File: src/rtl/jtxf_pkg.sv
// shared constants of the transmit transport framer
package jtxf_pkg;
    localparam int SAMPLE_W          = 16;
    localparam int OCTET_W           = 8;
    localparam int SYM_W             = 10;
    localparam int ENC_W             = 11;
    localparam int NUM_CONV          = 2;
    localparam int NUM_LANES         = 2;
    localparam int SAMPLES_PER_FRAME = 1;
    localparam int CTRL_WORDS        = 0;
    localparam int CTRL_BITS         = 0;
    localparam int TAIL_BITS         = 0;
    localparam int HIGH_DENSITY      = 0;
    localparam int FIFO_DEPTH        = 8;
    localparam int K_MAX             = 32;
    localparam int K_W               = 5;
    localparam int IDX_W             = 2;
    localparam logic [IDX_W-1:0] F_LAST_ONE_LANE = 2'h3;
    localparam logic [IDX_W-1:0] F_LAST_TWO_LANE = 2'h1;
    localparam int SCR_W             = 15;
    localparam int SCR_TAP_A         = 13;
    localparam int SCR_TAP_B         = 14;
    localparam logic [SCR_W-1:0] SCR_SEED = 15'h7fff;
    localparam int DEC_W             = 3;
    localparam logic [DEC_W-1:0] DEC_MODE_32 = 3'h1;
    localparam logic [DEC_W-1:0] DEC_MODE_24 = 3'h2;
    localparam logic [DEC_W-1:0] DEC_MODE_16 = 3'h3;
    localparam logic [DEC_W-1:0] DEC_MODE_12 = 3'h4;
    localparam int RATE_W            = 19;
    localparam logic [RATE_W-1:0] RATE_ONE_LANE_MAX_KSPS = 19'h2_5800;
    localparam logic [RATE_W-1:0] RATE_TWO_LANE_MAX_KSPS = 19'h4_11AE;
    localparam int LINE_RATE_MAX_MBPS = 5333;
    localparam logic [4:0] D7_CODE   = 5'h07;
    localparam logic [2:0] X7_CODE   = 3'h7;
    localparam logic [2:0] X3_CODE   = 3'h3;
    localparam logic [5:0] D7_NEG    = 6'h38;
    localparam logic [5:0] D7_POS    = 6'h07;
    localparam logic [3:0] X3_NEG    = 4'hC;
    localparam logic [3:0] X3_POS    = 4'h3;
    localparam logic [3:0] A7_NEG    = 4'h7;
    localparam int BAL6              = 3;
    localparam int BAL4              = 2;
endpackage : jtxf_pkg

File: src/rtl/jtxf_fifo.sv
// sample fifo with registered full and empty flags
`timescale 1ns/1ps
module jtxf_fifo #(
    parameter int WIDTH = 32,
    parameter int DEPTH = 8
) (
    input  wire logic             mclk_i,
    input  wire logic             rst_n_i,
    input  wire logic             in_valid_i,
    input  wire logic [WIDTH-1:0] in_data_i,
    output logic                  in_ready_o,
    output logic                  out_valid_o,
    output logic      [WIDTH-1:0] out_data_o,
    input  wire logic             out_ready_i
);
    localparam int AW = (DEPTH > 1) ? $clog2(DEPTH) : 1;
    localparam int CW = $clog2(DEPTH + 1);
    localparam logic [CW-1:0] CNT_FULL = CW'(DEPTH);
    localparam logic [AW-1:0] PTR_LAST = AW'(DEPTH - 1);

    logic [WIDTH-1:0] mem [DEPTH];
    logic [AW-1:0]    wptr;
    logic [AW-1:0]    rptr;
    logic [CW-1:0]    count;
    logic [CW-1:0]    next_count;
    logic [AW-1:0]    next_rptr;
    wire              push = in_valid_i & in_ready_o;
    wire              pop  = out_valid_o & out_ready_i;

    assign next_count = count + CW'(push) - CW'(pop);
    assign next_rptr  = pop ? ((rptr == PTR_LAST) ? '0 : rptr + AW'(1)) : rptr;

    always_ff @(posedge mclk_i) begin
        if (push) begin
            mem[wptr] <= in_data_i;
        end
    end

    // head word from a register; a push into the slot about to be read is forwarded
    always_ff @(posedge mclk_i) begin
        if (push && (wptr == next_rptr)) begin
            out_data_o <= in_data_i;
        end else begin
            out_data_o <= mem[next_rptr];
        end
    end

    always_ff @(posedge mclk_i) begin
        if (!rst_n_i) begin
            wptr        <= '0;
            rptr        <= '0;
            count       <= '0;
            in_ready_o  <= 1'b0;
            out_valid_o <= 1'b0;
        end else begin
            if (push) begin
                wptr <= (wptr == PTR_LAST) ? '0 : wptr + AW'(1);
            end
            rptr        <= next_rptr;
            count       <= next_count;
            in_ready_o  <= (next_count != CNT_FULL);
            out_valid_o <= (next_count != '0);
        end
    end
endmodule : jtxf_fifo

File: src/rtl/jtxf_framer.sv
// transmit transport framer: i/q samples to scrambled 8b/10b lane symbols
//
// Notes on behaviour
// - two virtual converters, I and Q, one link
// - one or two lanes; four or two octets/frame
// - one 16-bit sample per converter per frame
// - no control words, no control bits
// - frames per multiframe configurable, up to 32
// - no tail bits, no high density packing
// - high byte first, then low byte
// - optional scrambler, taps fourteen and fifteen
// - each octet encoded to one 10-bit symbol
// - decimation 12 or 16 forces two lanes
// - single lane only up to 153.6 MSPS
// - up to 266.67 MSPS over two lanes
// - receiver configured with identical link parameters
// - I/Q to lane and octet mapping configurable
// - frames delivered as 8-bit octets
// - scrambling off after reset until enabled
`timescale 1ns/1ps
module jtxf_framer
    import jtxf_pkg::*;
#(
    parameter int DEPTH = FIFO_DEPTH
) (
    input  wire logic                mclk_i,
    input  wire logic                rst_n_i,
    input  wire logic                sample_valid_i,
    input  wire logic [SAMPLE_W-1:0] sample_i_i,
    input  wire logic [SAMPLE_W-1:0] sample_q_i,
    output logic                     sample_ready_o,
    input  wire logic                cfg_two_lane_i,
    input  wire logic                cfg_scramble_i,
    input  wire logic [K_W-1:0]      cfg_k_m1_i,
    input  wire logic                cfg_swap_iq_i,
    input  wire logic [DEC_W-1:0]    cfg_dec_mode_i,
    input  wire logic [RATE_W-1:0]   cfg_rate_ksps_i,
    output logic [OCTET_W-1:0]       lane0_octet_o,
    output logic [OCTET_W-1:0]       lane1_octet_o,
    output logic [SYM_W-1:0]         lane0_sym_o,
    output logic [SYM_W-1:0]         lane1_sym_o,
    output logic [NUM_LANES-1:0]     lane_valid_o,
    output logic                     frame_end_o,
    output logic                     mf_end_o,
    output logic                     two_lane_o,
    output logic                     scramble_on_o,
    output logic                     cfg_error_o
);
    // 5b/6b table, running disparity negative form
    function automatic logic [5:0] code6(input logic [4:0] v);
        logic [5:0] c;
        c = 6'h00;
        unique case (v)
            5'h00: c = 6'b100111;
            5'h01: c = 6'b011101;
            5'h02: c = 6'b101101;
            5'h03: c = 6'b110001;
            5'h04: c = 6'b110101;
            5'h05: c = 6'b101001;
            5'h06: c = 6'b011001;
            5'h07: c = 6'b111000;
            5'h08: c = 6'b111001;
            5'h09: c = 6'b100101;
            5'h0A: c = 6'b010101;
            5'h0B: c = 6'b110100;
            5'h0C: c = 6'b001101;
            5'h0D: c = 6'b101100;
            5'h0E: c = 6'b011100;
            5'h0F: c = 6'b010111;
            5'h10: c = 6'b011011;
            5'h11: c = 6'b100011;
            5'h12: c = 6'b010011;
            5'h13: c = 6'b110010;
            5'h14: c = 6'b001011;
            5'h15: c = 6'b101010;
            5'h16: c = 6'b011010;
            5'h17: c = 6'b111010;
            5'h18: c = 6'b110011;
            5'h19: c = 6'b100110;
            5'h1A: c = 6'b010110;
            5'h1B: c = 6'b110110;
            5'h1C: c = 6'b001110;
            5'h1D: c = 6'b101110;
            5'h1E: c = 6'b011110;
            5'h1F: c = 6'b101011;
        endcase
        return c;
    endfunction : code6

    // 3b/4b table, running disparity negative form, primary x.7
    function automatic logic [3:0] code4(input logic [2:0] v);
        logic [3:0] c;
        c = 4'h0;
        unique case (v)
            3'h0: c = 4'b1011;
            3'h1: c = 4'b1001;
            3'h2: c = 4'b0101;
            3'h3: c = 4'b1100;
            3'h4: c = 4'b1101;
            3'h5: c = 4'b1010;
            3'h6: c = 4'b0110;
            3'h7: c = 4'b1110;
        endcase
        return c;
    endfunction : code4

    // data character encode; result is {new rd, abcdei fghj}
    function automatic logic [ENC_W-1:0] enc8b10b(input logic [OCTET_W-1:0] d,
                                                  input logic               rd);
        logic [5:0] c6;
        logic [3:0] c4;
        logic       rd6;
        logic       rdo;
        logic       alt;
        c6  = code6(d[4:0]);
        c4  = code4(d[7:5]);
        rd6 = rd;
        if (d[4:0] == D7_CODE) begin
            c6 = rd ? D7_POS : D7_NEG;
        end else if ($countones(c6) != BAL6) begin
            c6  = rd ? ~c6 : c6;
            rd6 = ~rd;
        end
        // alternate x.7 avoids a run of five equal bits
        alt = (!rd6 && (d[4:0] == 5'h11 || d[4:0] == 5'h12 || d[4:0] == 5'h14)) ||
              (rd6 && (d[4:0] == 5'h0B || d[4:0] == 5'h0D || d[4:0] == 5'h0E));
        if (d[7:5] == X7_CODE && alt) begin
            c4 = A7_NEG;
        end
        rdo = rd6;
        if (d[7:5] == X3_CODE) begin
            c4 = rd6 ? X3_POS : X3_NEG;
        end else if ($countones(c4) != BAL4) begin
            c4  = rd6 ? ~c4 : c4;
            rdo = ~rd6;
        end
        return {rdo, c6, c4};
    endfunction : enc8b10b

    // self-synchronizing scrambler, msb first; result is {state, octet}
    function automatic logic [SCR_W+OCTET_W-1:0] scramble(input logic [OCTET_W-1:0] d,
                                                         input logic [SCR_W-1:0] st);
        logic [SCR_W-1:0]   s;
        logic [OCTET_W-1:0] o;
        logic               b;
        s = st;
        o = '0;
        for (int i = OCTET_W - 1; i >= 0; i--) begin
            b    = d[i] ^ s[SCR_TAP_A] ^ s[SCR_TAP_B];
            o[i] = b;
            s    = {s[SCR_W-2:0], b};
        end
        return {s, o};
    endfunction : scramble

    // container is the sample itself: no tail, padding or control bits
    function automatic logic [OCTET_W-1:0] pick_byte(input logic [SAMPLE_W-1:0] s, input logic lo);
        return lo ? s[OCTET_W-1:0] : s[SAMPLE_W-1:OCTET_W];
    endfunction : pick_byte

    logic                  fifo_valid;
    logic [2*SAMPLE_W-1:0] fifo_data;
    logic                  busy;
    logic [IDX_W-1:0]      oct_idx;
    logic [K_W-1:0]        next_frame;
    logic [K_W-1:0]        cur_frame;
    logic [SAMPLE_W-1:0]   cur_a;
    logic [SAMPLE_W-1:0]   cur_b;
    logic                  two_lane;
    logic                  scr_on;
    logic                  swap_iq;
    logic [K_W-1:0]        k_m1;
    logic [SCR_W-1:0]      scr0;
    logic [SCR_W-1:0]      scr1;
    logic                  rd0;
    logic                  rd1;
    logic                  frame_start;

    // the fifo pops exactly when a frame starts, so no pop is ever lost
    jtxf_fifo #(
        .WIDTH (2 * SAMPLE_W),
        .DEPTH (DEPTH)
    ) u_fifo (
        .mclk_i      (mclk_i),
        .rst_n_i     (rst_n_i),
        .in_valid_i  (sample_valid_i),
        .in_data_i   ({sample_i_i, sample_q_i}),
        .in_ready_o  (sample_ready_o),
        .out_valid_o (fifo_valid),
        .out_data_o  (fifo_data),
        .out_ready_i (frame_start)
    );

    // link parameter checks; the lane override applies at multiframe boundaries, the error flag every cycle
    wire slow_dec   = (cfg_dec_mode_i == DEC_MODE_16) || (cfg_dec_mode_i == DEC_MODE_12);
    wire fast_rate  = cfg_rate_ksps_i > RATE_ONE_LANE_MAX_KSPS;
    wire over_rate  = cfg_rate_ksps_i > RATE_TWO_LANE_MAX_KSPS;
    // a forbidden single lane request is overridden and flagged, never obeyed
    wire must_two   = slow_dec | fast_rate;
    wire want_two   = cfg_two_lane_i | must_two;
    wire bad_cfg    = (~cfg_two_lane_i & must_two) | over_rate;

    wire [IDX_W-1:0] f_last = two_lane ? F_LAST_TWO_LANE : F_LAST_ONE_LANE;
    wire at_last     = busy && (oct_idx == f_last);
    assign frame_start = fifo_valid && (!busy || at_last);
    wire mf_start    = frame_start && (next_frame == '0);
    wire [K_W-1:0] frame_wrap = (next_frame == k_m1) ? '0 : next_frame + K_W'(1);

    // new parameters take effect with the first frame of a multiframe
    wire             use_two  = mf_start ? want_two : two_lane;
    wire             use_swap = mf_start ? cfg_swap_iq_i : swap_iq;
    wire [SAMPLE_W-1:0] in_i  = fifo_data[2*SAMPLE_W-1:SAMPLE_W];
    wire [SAMPLE_W-1:0] in_q  = fifo_data[SAMPLE_W-1:0];

    // octet selection for the frame in flight
    wire                lo_byte   = oct_idx[0];
    wire                second_cv = oct_idx[1];
    wire [SAMPLE_W-1:0] one_src   = second_cv ? cur_b : cur_a;
    wire [OCTET_W-1:0]  raw0      = two_lane ? pick_byte(cur_a, lo_byte) : pick_byte(one_src, lo_byte);
    wire [OCTET_W-1:0]  raw1      = two_lane ? pick_byte(cur_b, lo_byte) : '0;

    wire [SCR_W+OCTET_W-1:0] scr_res0 = scramble(raw0, scr0);
    wire [SCR_W+OCTET_W-1:0] scr_res1 = scramble(raw1, scr1);
    wire [OCTET_W-1:0] oct0 = scr_on ? scr_res0[OCTET_W-1:0] : raw0;
    wire [OCTET_W-1:0] oct1 = scr_on ? scr_res1[OCTET_W-1:0] : raw1;
    wire [ENC_W-1:0]   enc0 = enc8b10b(oct0, rd0);
    wire [ENC_W-1:0]   enc1 = enc8b10b(oct1, rd1);
    wire               emit1 = busy & two_lane;

    // frame sequencing
    always_ff @(posedge mclk_i) begin
        if (!rst_n_i) begin
            busy       <= 1'b0;
            oct_idx    <= '0;
            next_frame <= '0;
            cur_frame  <= '0;
        end else if (frame_start) begin
            busy       <= 1'b1;
            oct_idx    <= '0;
            cur_frame  <= next_frame;
            next_frame <= mf_start ? ((cfg_k_m1_i == '0) ? '0 : K_W'(1)) : frame_wrap;
        end else if (at_last) begin
            busy       <= 1'b0;
        end else if (busy) begin
            oct_idx    <= oct_idx + IDX_W'(1);
        end
    end

    // sample pair captured at frame start, mapped to octet slots
    always_ff @(posedge mclk_i) begin
        if (!rst_n_i) begin
            cur_a <= '0;
            cur_b <= '0;
        end else if (frame_start) begin
            cur_a <= use_swap ? in_q : in_i;
            cur_b <= use_swap ? in_i : in_q;
        end
    end

    // error flag follows the inputs one cycle later
    always_ff @(posedge mclk_i) begin
        if (!rst_n_i) begin
            cfg_error_o <= 1'b0;
        end else begin
            cfg_error_o <= bad_cfg;
        end
    end

    // link configuration held for a whole multiframe
    always_ff @(posedge mclk_i) begin
        if (!rst_n_i) begin
            two_lane <= 1'b1;
            scr_on   <= 1'b0;
            swap_iq  <= 1'b0;
            k_m1     <= '0;
        end else if (mf_start) begin
            two_lane <= use_two;
            scr_on   <= cfg_scramble_i;
            swap_iq  <= use_swap;
            k_m1     <= cfg_k_m1_i;
        end
    end

    // lane 0 scrambler and disparity, advanced only on emitted octets
    always_ff @(posedge mclk_i) begin
        if (!rst_n_i) begin
            scr0 <= SCR_SEED;
            rd0  <= 1'b0;
        end else if (busy) begin
            scr0 <= scr_on ? scr_res0[SCR_W+OCTET_W-1:OCTET_W] : scr0;
            rd0  <= enc0[ENC_W-1];
        end
    end

    // lane 1 state stands still while lane 1 is idle
    always_ff @(posedge mclk_i) begin
        if (!rst_n_i) begin
            scr1 <= SCR_SEED;
            rd1  <= 1'b0;
        end else if (emit1) begin
            scr1 <= scr_on ? scr_res1[SCR_W+OCTET_W-1:OCTET_W] : scr1;
            rd1  <= enc1[ENC_W-1];
        end
    end

    // framing markers and the link state in effect
    always_ff @(posedge mclk_i) begin
        if (!rst_n_i) begin
            lane_valid_o  <= '0;
            frame_end_o   <= 1'b0;
            mf_end_o      <= 1'b0;
            two_lane_o    <= 1'b1;
            scramble_on_o <= 1'b0;
        end else begin
            lane_valid_o  <= {emit1, busy};
            frame_end_o   <= at_last;
            mf_end_o      <= at_last && (cur_frame == k_m1);
            two_lane_o    <= two_lane;
            scramble_on_o <= scr_on;
        end
    end

    // lane 0 octet and symbol hold between beats
    always_ff @(posedge mclk_i) begin
        if (!rst_n_i) begin
            lane0_octet_o <= '0;
            lane0_sym_o   <= '0;
        end else if (busy) begin
            lane0_octet_o <= oct0;
            lane0_sym_o   <= enc0[SYM_W-1:0];
        end
    end

    // lane 1 octet and symbol, idle in single lane mode
    always_ff @(posedge mclk_i) begin
        if (!rst_n_i) begin
            lane1_octet_o <= '0;
            lane1_sym_o   <= '0;
        end else if (emit1) begin
            lane1_octet_o <= oct1;
            lane1_sym_o   <= enc1[SYM_W-1:0];
        end
    end
endmodule : jtxf_framer

File: config.mk
export PLATFORM = sky130hd
export DESIGN_NAME = jtxf_framer
export DESIGN_NICKNAME = d
export VERILOG_FILES = /design/src/rtl/jtxf_pkg.sv /design/src/rtl/jtxf_fifo.sv /design/src/rtl/jtxf_framer.sv
export SDC_FILE = /design/constraint.sdc
export NUM_CORES = 1
export LEC_CHECK = 0
export BUFFER_PORTS_ARGS = -buffer_cell sky130_fd_sc_hd__buf_4
export CORE_MARGIN = 1
export CORE_UTILIZATION = 25
export CTS_BUF_LIST = sky130_fd_sc_hd__clkbuf_8
export DETAILED_ROUTE_END_ITERATION = 10
export SKIP_CTS_REPAIR_TIMING = 1
export SLEW_MARGIN = 10
export SYNTH_ARGS = -nofsm -noshare
export SYNTH_HDL_FRONTEND = slang
export SYNTH_HIERARCHICAL = 1
export SYNTH_SLANG_ARGS = --single-unit
export TNS_END_PERCENT = 5
File: constraint.sdc
create_clock -name mclk_i -period 10.1 [get_ports mclk_i]
set_input_delay 0.505 -clock mclk_i [delete_from_list [all_inputs] [get_ports mclk_i]]
set_output_delay 0.505 -clock mclk_i [all_outputs]
set_load 0.05 [all_outputs]
# Word level (Yosys, flattened, before mapping)
# Memories as Yosys holds them, arrays and structs flattened. A register that Yosys moved wholly into a read port is not among the register bits.
# Index checks and enable logic that the tools add are counted.
# op_classes
addsub	22
order_cmp	2
n_eq_ne	30
mux	48
bitwise_logic	50
reduce_logical	33
# op_table
operator	n
two-way mux 8 bit	7
two-way mux 16 bit	3
two-way mux 6 bit	8
two-way mux 4 bit	10
XOR 1 bit	32
== test 5 x 4 -> 1 bit, second input constant	6
== test 5 bit, second input constant	6
adder 1 x 1 -> 2 bit	10
> comparator 19 x 18 -> 1 bit, second input constant	1
> comparator 19 bit, second input constant	1
== test 3 bit, second input constant	5
two-way mux 1 bit	14
adder 2 x 2 -> 3 bit	4
logical OR 1 bit	12
inverter 6 bit	2
== test 5 x 3 -> 1 bit, second input constant	2
== test 5 bit	2
logical AND 1 bit	10
zero test 5 bit	2
two-way mux 5 bit	2
== test 3 x 2 -> 1 bit, second input constant	3
two-way mux 3 bit	3
adder 3 x 2 -> 4 bit	2
!= test 4 x 2 -> 1 bit, second input constant	2
other kinds (18)	36
# totals
reg_bits	140
ramBits	256
mem_bits_ro	448
output_inout_bits	44
n_memories	5
# mem_list
name	words	word_bits	rd	rd_clocked_by_memory_dff	wr	line_no	source
u_fifo.mem	8	32	1	1	1	jtxf_fifo.sv:21	logic [WIDTH-1:0] mem [DEPTH];
(no name shown)	32	6	1	0	0	jtxf_framer.sv:53	unique case (v)
(no name shown)	32	6	1	0	0	jtxf_framer.sv:53	
(no name shown)	8	4	1	0	0	jtxf_framer.sv:94	unique case (v)
(no name shown)	8	4	1	0	0	jtxf_framer.sv:94	

# Logic depth before layout (Yosys ltp)
# Gate-level depths: netlist of the first run.
# An unclocked memory read counts as a cell.
# depth
word_depth	23
ltp_mapped	35
depth_no_buf	32

# Hierarchy
# The synthesis of the first run kept the hierarchy.
# modules_own_cells
mod	n_inst	cells_each	area_each_um2	seq_area_each_um2
jtxf_fifo	1	449	10511.3	7987.7
jtxf_framer	1	960	8022.7	2562.5

# Least setup slack after synthesis of the first run
# Ideal clock, no wire load.
# synth_timing
kind	register -> register
start	register oct_idx[0]
end	register rd0
setup_time_ns	0.128
arrival_ns	7.184
required_time_ns	9.972
slack_ns	2.789
stages_incl_launch_ff	34
path_buffers	3
path_cell_list	dfxtp_1 buf_6 buf_12 buf_6 mux2_2 mux2_2 xor2_1 inv_1 ha_1 nand2_1 and3_1 nor3_1 inv_1 fa_1 inv_1 fa_1 inv_1 ha_1 inv_1 fa_1 nor2_1 a41oi_2 xor2_1 mux2i_1 nor2b_1 fa_1 ha_1 ha_1 and2_1 a31oi_1 xor2_1 nand2_1 xor2_1 nor2_1
# synth_between
elab_chain_cells	22
elab_cells_between_ends	56
classes_between	add/sub: 8; eq/ne: 11; mux: 9; bitwise: 17; reduce/logical: 9; memory: 2
# synth_lines
item	line_no	source
start, declared	jtxf_framer.sv:164	logic [IDX_W-1:0] oct_idx;
start signal, assigned	jtxf_framer.sv:245	oct_idx <= oct_idx + IDX_W'(1);
two-way mux 8 bit	jtxf_framer.sv:158	return lo ? s[OCTET_W-1:0] : s[SAMPLE_W-1:OCTET_W];
two-way mux 8 bit *	jtxf_framer.sv:219	wire [OCTET_W-1:0] raw0 = two_lane ? pick_byte(cur_a, lo_byte) : pick_byte(one_src, lo_byte);
XOR 1 bit (2 in series)	jtxf_framer.sv:149	b = d[i] ^ s[SCR_TAP_A] ^ s[SCR_TAP_B];
two-way mux 8 bit *	jtxf_framer.sv:224	wire [OCTET_W-1:0] oct0 = scr_on ? scr_res0[OCTET_W-1:0] : raw0;
net oct0[1]	jtxf_framer.sv:224	
memory (32 x 6 bit)	--	
adder 1 x 1 -> 2 bit (implied by the code)	jtxf_framer.sv:120	end else if ($countones(c6) != BAL6) begin
adder 2 x 2 -> 3 bit (implied by the code)	jtxf_framer.sv:120	
[6 not listed]	--	
logical OR 1 bit	jtxf_framer.sv:125	alt = (!rd6 && (d[4:0] == 5'h11 || d[4:0] == 5'h12 || d[4:0] == 5'h14)) ||
logical AND 1 bit	jtxf_framer.sv:127	if (d[7:5] == X7_CODE && alt) begin
two-way mux 4 bit	jtxf_framer.sv:127	
adder 1 x 1 -> 2 bit (implied by the code)	jtxf_framer.sv:133	end else if ($countones(c4) != BAL4) begin
adder 2 x 2 -> 3 bit (implied by the code)	jtxf_framer.sv:133	
!= test 3 x 2 -> 1 bit	jtxf_framer.sv:133	
two-way mux 1 bit	jtxf_framer.sv:133	
two-way mux 1 bit *	jtxf_framer.sv:131	if (d[7:5] == X3_CODE) begin
end signal, assigned	jtxf_framer.sv:291	rd0 <= enc0[ENC_W-1];
end, declared	jtxf_framer.sv:175	logic rd0;
# Mark *: on every way through the listed nets, which the timed path passes. The rest lies on a longest branch.
# A chain may end at the register's enable or synchronous reset.

# Worst setup path in the final report of the first run
# layout_timing
start	register oct_idx[0]
end	register lane0_sym_o[2]
# layout_between
elab_chain_cells	22
elab_cells_between_ends	58
classes_between	add/sub: 8; eq/ne: 11; mux: 11; bitwise: 17; reduce/logical: 9; memory: 2
# layout_lines
item	line_no	source
two-way mux 8 bit	jtxf_framer.sv:158	
two-way mux 8 bit *	jtxf_framer.sv:219	
XOR 1 bit (2 in series)	jtxf_framer.sv:149	
two-way mux 8 bit *	jtxf_framer.sv:224	
net oct0[1]	jtxf_framer.sv:224	
memory (32 x 6 bit)	--	
adder 1 x 1 -> 2 bit (implied by the code)	jtxf_framer.sv:120	
adder 2 x 2 -> 3 bit (implied by the code)	jtxf_framer.sv:120	
[6 not listed]	--	
logical OR 1 bit	jtxf_framer.sv:125	
logical AND 1 bit	jtxf_framer.sv:127	
two-way mux 4 bit	jtxf_framer.sv:127	
adder 1 x 1 -> 2 bit (implied by the code)	jtxf_framer.sv:133	
adder 2 x 2 -> 3 bit (implied by the code)	jtxf_framer.sv:133	
!= test 3 x 2 -> 1 bit	jtxf_framer.sv:133	
two-way mux 4 bit	jtxf_framer.sv:133	
two-way mux 4 bit *	jtxf_framer.sv:131	
end signal, assigned	jtxf_framer.sv:330	lane0_sym_o <= enc0[SYM_W-1:0];
end, declared	jtxf_framer.sv:40	output logic [SYM_W-1:0] lane0_sym_o,
# Marked as above.

==> results.py, run 1 <==
metrics = {
    "timing": {
        "slew_headroom": 0.228,
        "finalSetupViolCount": 0,
        "worst_pin_slew_ps": 1160,
        "fin_tns_setup_ps": 0,
        "holdWs_ps": 105,
        "fin_crit_sh": 0.868,
        "skew_ps": 20.1,
        "fin_ws_ps": 1330,
        "rsz0062_at_grt": "false",
        "hold_viol_final": 0,
        "fmax_mhz": 114,
        "finalMaxSlewViolations": 0,
        "fin_crit_ps": 8770,
    },
    "die": {
        "die_h_um": 274,
        "start_util": 0.253,
        "core_area_um2": 73200,
        "die_area_um2": 75200,
        "die_w_um": 274,
        "fp-row-count": 99,
        "pin_count": 109,
    },
    "final_layout": {
        "final_common_cell": "edfxtp_1",
        "layout_common_cells": "edfxtp_1 (256), dfxtp_1 (141), nor2_1 (128), buf_4 (124), nand2_1 (119)",
        "final_nets": 1629,
        "layout-drive-gt1-share": 0.207,
        "fillers": 7336,
        "area_delta_synth_final_pct": 16.4,
        "final_cells": 2529,
        "final_area_um2": 21600,
        "final_util": 0.295,
    },
    "synth": {
        "synth_warnings": 6,
        "syn_nets": 1513,
        "synth_ff_type": "edfxtp_1",
        "ys_ff_latch": 399,
        "synth_top_family_by_area": "multiplexers",
        "synth_xor_xnor_area_share": 0.0459,
        "synth_edf_count": 256,
        "synthArstFlopShare": 0,
        "synthMuxAreaShare": 0.155,
        "synthAdderAreaFrac": 0.0305,
        "synth_area_um2": 18500,
        "synth_seq_area_share": 0.569,
        "avgSynthCellArea_um2": 13.2,
        "synth-simple-area-share": 0.0927,
        "synth_compound_area_frac": 0.0780,
        "yosysUniqueCellTypes": 85,
        "syn_inst": 1409,
    },
    "grt": {
        "grt-ovfl-total": 0,
        "gr-usage-met2": 0.182,
        "grt_max_degree": 79,
        "grt_util_met3": 0.0336,
        "grt_usage": 0.115,
        "grt_busiest_layer": "met2",
        "gr-usage-met1": 0.151,
        "grt_pass1_vias": 11600,
        "grt_pass1_wl_um": 67100,
        "antenna_found_initial": 4,
    },
    "clock_network": {
        "clock_latency_ps": 630,
        "root_buffer": "clkbuf_8",
        "clock_sinks": 399,
        "cts_buffer_depth": 3,
        "cts_made_buffers": 67,
        "cts_tree": "built",
        "path_clk_slew_ps": 70,
        "htreeDepth": 3,
    },
    "placed_design": {
        "hpwl_um": 27200,
        "gp_congestion": 0.830,
        "dpl_cell_area_um2": 20300,
        "placed_cells": 2415,
        "io_buffers": 108,
        "pre_cts_ws_ps": 1510,
    },
    "detailed_routing": {
        "drt-pass1-iter-count": 8,
        "drt_iter0_drc": 777,
        "wire_per_inst_um": 17.1,
        "vias_per_cell": 4.61,
        "wirelength_um": 43300,
        "vias": 11700,
        "drcViolationCount": 20,
        "postRouteAntennaNets": 0,
    },
    "setup_path": {
        "arrival_ps": 9290,
        "cp-start-kind": "flip-flop",
        "path_class": "flip-flop to flip-flop",
        "cp-end-kind": "flip-flop",
        "r2r_end": "lane0_sym_o[2]",
        "slowest_delay_ps": 1030,
        "crit_top_cell": "inv_1",
        "slowest_stage": "dfxtp_1",
        "reg2regPathDepth": 30,
        "cp_max_fo": 23,
        "rr_startpoint": "oct_idx[0]",
        "r2r_slack_ps": 1330,
        "required_ps": 10620,
    },
    "hold_path": {
        "hp-start": "sample_q_i[13]",
        "hold_path.class": "input pin to flip-flop",
        "min_to": "u_fifo/mem[0][13]",
        "hold_path_depth": 1,
    },
    "power": {
        "finalPower_mw": 7.08,
        "ir_drop_v": 0.000225,
        "p_per_area_nw_per_um2": 328,
        "p_leak_nw": 7.83,
    },
    "status": {
        "violations": "DRC",
        "status": "finished, violations left",
    },
    "job": {
        "max_cap_viol_count": 0,
    },
}
[state kept, by name, summed over array words and instances (netlist names), 8 cells and up, named ones only]
| register | count |
|---|---|
| u_fifo/mem | 256 |
| lane0_octet_o | 8 |
| cur_b | 16 |
| lane0_sym_o | 10 |
| lane1_octet_o | 8 |
| lane1_sym_o | 10 |
| scr0 | 15 |
| scr1 | 15 |
| cur_a | 16 |
[where the power goes]
part           internal [mW]  switching, mW
Sequential              1.95          0.171
Combinational           1.47           2.10
Clock                  0.727          0.656
Total                   4.15           2.93
[logic make-up (layout without fill, tap and decap cells)]
family          count (synthesis)  after routing
flops                         399            399
buf+inv                       111            270
xor+xnor                       87             87
fa+ha+maj                      40             40
simple gates                  385            385
other cells                     0              2
mux                           179            179
compound gates                208            208
[critical path, delay by kind of cell (launching register included)]
kind,cells,cell delay [ps]
AND/OR/NAND/NOR,9,1690
flip-flops,1,1030
adder cells (fa/ha/maj),8,2900
buffers and inverters,5,500
multiplexers,3,1070
AO/OA/AOI/OAI,3,400
XOR/XNOR,2,1080
[cell usage after synthesis, types with 10 or more instances]
library cell	count	area [um2]
xnor2_1	48	420
mux2_2	48	541
mux4_2	25	563
nand3_1	39	195
xor2_1	31	272
nor2_1	132	495
edfxtp_1	256	7690
nor3_1	26	130
mux2i_1	52	521
nand2b_1	12	75.1
a21oi_1	33	165
mux4_1	40	1050
a211oi_1	54	405
nand2_1	119	447
inv_1	32	120
o21ai_0	36	180
a31oi_1	10	62.6
buf_2	20	100
dfxtp_1	143	2860
o211ai_1	21	158
ha_1	30	375
clkbuf_1	42	158
[worst max path at each step]
stage               slack, ps        from  depth (start not counted)              to
detailed placement       1510  oct_idx[0]                         30             rd0
finish                   1330  oct_idx[0]                         30  lane0_sym_o[2]
floorplan                2790  oct_idx[0]                         33             rd0
CTS                      1460  oct_idx[0]                         30             rd0
global placement         1770  oct_idx[0]                         30             rd0
global route              680  oct_idx[0]                         30  lane0_sym_o[2]
[layout make-up]
class	count	area, um2	area share
multi-input cells	899	7500	0.348
repair buffers	124	931	0.0431
flip-flops and latches	399	10600	0.489
clock inverters	38	241	0.0112
diodes	2	5.00	0.000232
inverters	34	128	0.00591
clock buffers	74	1020	0.0472
well taps	959	1200	0.0556
[metal layers]
metal / vias to the layer above / wire length, um
met4: 4 / 908
met2: 299 / 20100
met3: 66 / 2600
li1: 5549 / -
met1: 5748 / 19700
met5: - / 25
No activity file was read; power rests on OpenSTA's default activity.
==> run 2: changes to the inputs <==
--- a/config.mk
+++ b/config.mk
@@ -9,11 +9,11 @@
 export CORE_MARGIN = 1
 export CORE_UTILIZATION = 25
 export CTS_BUF_LIST = sky130_fd_sc_hd__clkbuf_8
+export CTS_CLUSTER_DIAMETER = 100
 export DETAILED_ROUTE_END_ITERATION = 10
 export SKIP_CTS_REPAIR_TIMING = 1
 export SLEW_MARGIN = 10
 export SYNTH_ARGS = -nofsm -noshare
 export SYNTH_HDL_FRONTEND = slang
-export SYNTH_HIERARCHICAL = 1
 export SYNTH_SLANG_ARGS = --single-unit
 export TNS_END_PERCENT = 5
==> constraint.sdc (replaced) <==
create_clock -name mclk_i -period 7.3 [get_ports mclk_i]
set_input_delay 0.365 -clock mclk_i [delete_from_list [all_inputs] [get_ports mclk_i]]
set_output_delay 0.365 -clock mclk_i [all_outputs]
set_load 0.05 [all_outputs]
==> results.py, run 2 <==
metrics = {
    "die": {
        "core_area_um2": 72000,
        "fp-row-count": 98,
        "die_w_um": 273,
        "pin_count": 109,
        "die_h_um": 273,
        "die_area_um2": 74400,
        "start_util": 0.255,
    },
    "synth": {
        "synth_warnings": 0,
        "yosysUniqueCellTypes": 81,
        "avgSynthCellArea_um2": 12.5,
        "syn_nets": 1574,
        "synthArstFlopShare": 0,
        "synth_edf_count": 256,
        "yosysTopAreaCell": "edfxtp_1",
        "synth_top_area_share": 0.420,
        "syn_inst": 1468,
        "synth_area_um2": 18300,
        "synth_seq_area_share": 0.576,
        "synthTopCellsByCount": "edfxtp_1 (256), nand2_1 (255), dfxtp_1 (143)",
        "ys_ff_latch": 399,
        "synth_ff_type": "edfxtp_1",
        "synth.area.top_cells": "edfxtp_1 (42%), dfxtp_1 (16%), mux4_2 (8.5%), nand2_1 (5.2%), mux2i_1 (2.7%)",
        "yosysMostFrequentCell": "edfxtp_1",
    },
    "setup_path": {
        "reg2regPathDepth": 33,
        "required_ps": 7860,
        "path_class": "flip-flop to flip-flop",
        "cp-start-kind": "flip-flop",
        "crit_top_cell": "fa_1",
        "cp_max_fo": 8,
        "slowest_stage": "fa_1",
        "arrival_ps": 8220,
        "cp-end-kind": "flip-flop",
        "cp_num_cells": 33,
        "critical-path-top-delay-family": "adder cells",
        "cp_num_buf_inv": 5,
        "slowest_delay_ps": 540,
    },
    "clock_network": {
        "htreeDepth": 3,
        "cts_made_buffers": 67,
        "cts_tree": "built",
        "clock_latency_ps": 630,
        "cts_buffer_depth": 3,
        "root_buffer": "clkbuf_8",
        "clock_sinks": 399,
        "path_clk_slew_ps": 60,
    },
    "power": {
        "ir_drop_v": 0.000350,
        "swShare": 0.408,
        "finalPower_mw": 10.4,
        "clockPowerShare": 0.176,
        "seqPwrFrac": 0.275,
        "intPower_mw": 6.18,
        "combPwrFrac": 0.549,
        "p_switching_mw": 4.26,
        "p_leak_nw": 8.36,
        "p_per_area_nw_per_um2": 457,
    },
    "detailed_routing": {
        "postRouteAntennaNets": 0,
        "wirelength_um": 45600,
        "vias": 12400,
        "drt_iter0_drc": 870,
        "drt-pass1-iter-count": 5,
        "wire_per_inst_um": 16.7,
        "drcViolationCount": 0,
        "vias_per_cell": 4.54,
    },
    "timing": {
        "fin_crit_ps": 7650,
        "slew_headroom": 0.354,
        "fmax_mhz": 131,
        "fin_crit_sh": 1.05,
        "worst_pin_slew_ps": 945,
        "skew_ps": 29.0,
        "fin_ws_ps": -351,
        "finalSetupViolCount": 4,
        "rsz0062_at_grt": "true",
        "hold_viol_final": 0,
        "finalMaxSlewViolations": 0,
    },
    "grt": {
        "grt_pass1_vias": 12300,
        "grt_usage": 0.122,
        "grt_max_degree": 73,
        "grt_pass1_wl_um": 70900,
        "antenna_found_initial": 2,
        "grt-ovfl-total": 0,
    },
    "final_layout": {
        "area_delta_synth_final_pct": 24.7,
        "top_register": "u_fifo.mem",
        "final_util": 0.317,
        "largestRegisters": "u_fifo.mem: 256 flops, cur_a: 16 flops, cur_b: 16 flops",
        "final_nets": 1832,
        "layout_common_cells": "edfxtp_1 (256), nand2_1 (251), buf_4 (232), dfxtp_1 (136), clkbuf_8 (73)",
        "largest_register_ffs": 256,
        "layout-drive-gt1-share": 0.265,
        "final_common_cell": "edfxtp_1",
    },
    "job": {
        "max_cap_viol_count": 0,
    },
    "placed_design": {
        "io_buffers": 108,
        "gp_congestion": 0.884,
        "hpwl_um": 30000,
    },
    "hold_path": {
        "hold_path.class": "input pin to flip-flop",
        "hold_path_depth": 3,
    },
    "status": {
        "violations": "setup timing",
        "status": "finished, violations left",
    },
}
## run 2: cell count changes after synthesis, moves of 11 or more
cell,before,now
o211a_1,1,18
nand3_1,39,57
buf_1,4,16
mux2_2,48,12
buf_2,20,8
a211oi_1,54,7
mux4_1,40,0
nand2_1,119,255
mux4_2,25,69
nor2_1,132,64
clkbuf_1,42,53
a21boi_0,3,45
## run 2: per-layer routing
metal  part of all wire  up-vias  GRT usage
li1                   -     5932          -
met1               0.45     6107      0.155
met2               0.49      269      0.209
met3              0.045       69     0.0261
met4              0.018        2     0.0321
met5            0.00029        -          0
## run 2: cells by family (layout without fill, tap and decap cells)
kind of cell               after synthesis  count (layout)  share of synthesized area
AOI/OAI and AO/OA                      226             226                     0.0887
xor gates and xnor gates                78              78                     0.0398
adders and majority gates               41              41                     0.0317
buffers and inverters                  109             417                     0.0235
DFF                                    399             399                      0.576
muxes                                  135             135                      0.124
other                                    0               1                          0
and+or+nand+nor                        480             480                      0.117
## run 2: cell type report
type	instances	area (um2)
fill	7175	49100
sequential	399	10600
multi-input combinational	960	7640
timing repair buffer	268	2110
tap	950	1190
clock buffer	73	1000
clock inverter	46	223
inverter	30	115
antenna	1	2.50
## run 2: worst min-delay path, stage by stage
cell	delay [ps]
buf_4	80
mux2i_1	50
nor2b_1	90
## run 2: worst paths after layout
path         slack, ps           start        endpoint
max reg2reg       -350      oct_idx[0]  lane1_sym_o[3]
max               -350      oct_idx[0]  lane1_sym_o[3]
min reg2reg        450  lane0_sym_o[4]  lane0_sym_o[4]
min                 20   cfg_k_m1_i[1]         k_m1[1]
## run 2: power by group through the flow
stage | registers, mW | logic [mW] | clock network (mW)
2_1_floorplan | 3.08 | 3.70 | 0
3_3_place_gp | 2.91 | 5.49 | 0
3_5_place_dp | 2.92 | 5.61 | 0
4_1_cts | 2.88 | 5.63 | 1.90
5_1_grt | 2.91 | 6.37 | 2.00
6_report | 2.87 | 5.73 | 1.83
## run 2: per-stage QoR
stage	cell area (um2)	hold WS, ps	setup WS, ps	std cells	setup TNS [ps]
after floorplan	18500	433	-158	1468	-518
after global placement	21100	445	-280	2566	-1070
after detailed placement	21100	447	-386	2566	-2320
after CTS	22300	-92.9	-414	2685	-2540
after global routing	22900	3.10	-712	2727	-3560
final	22900	15.0	-351	2727	-909
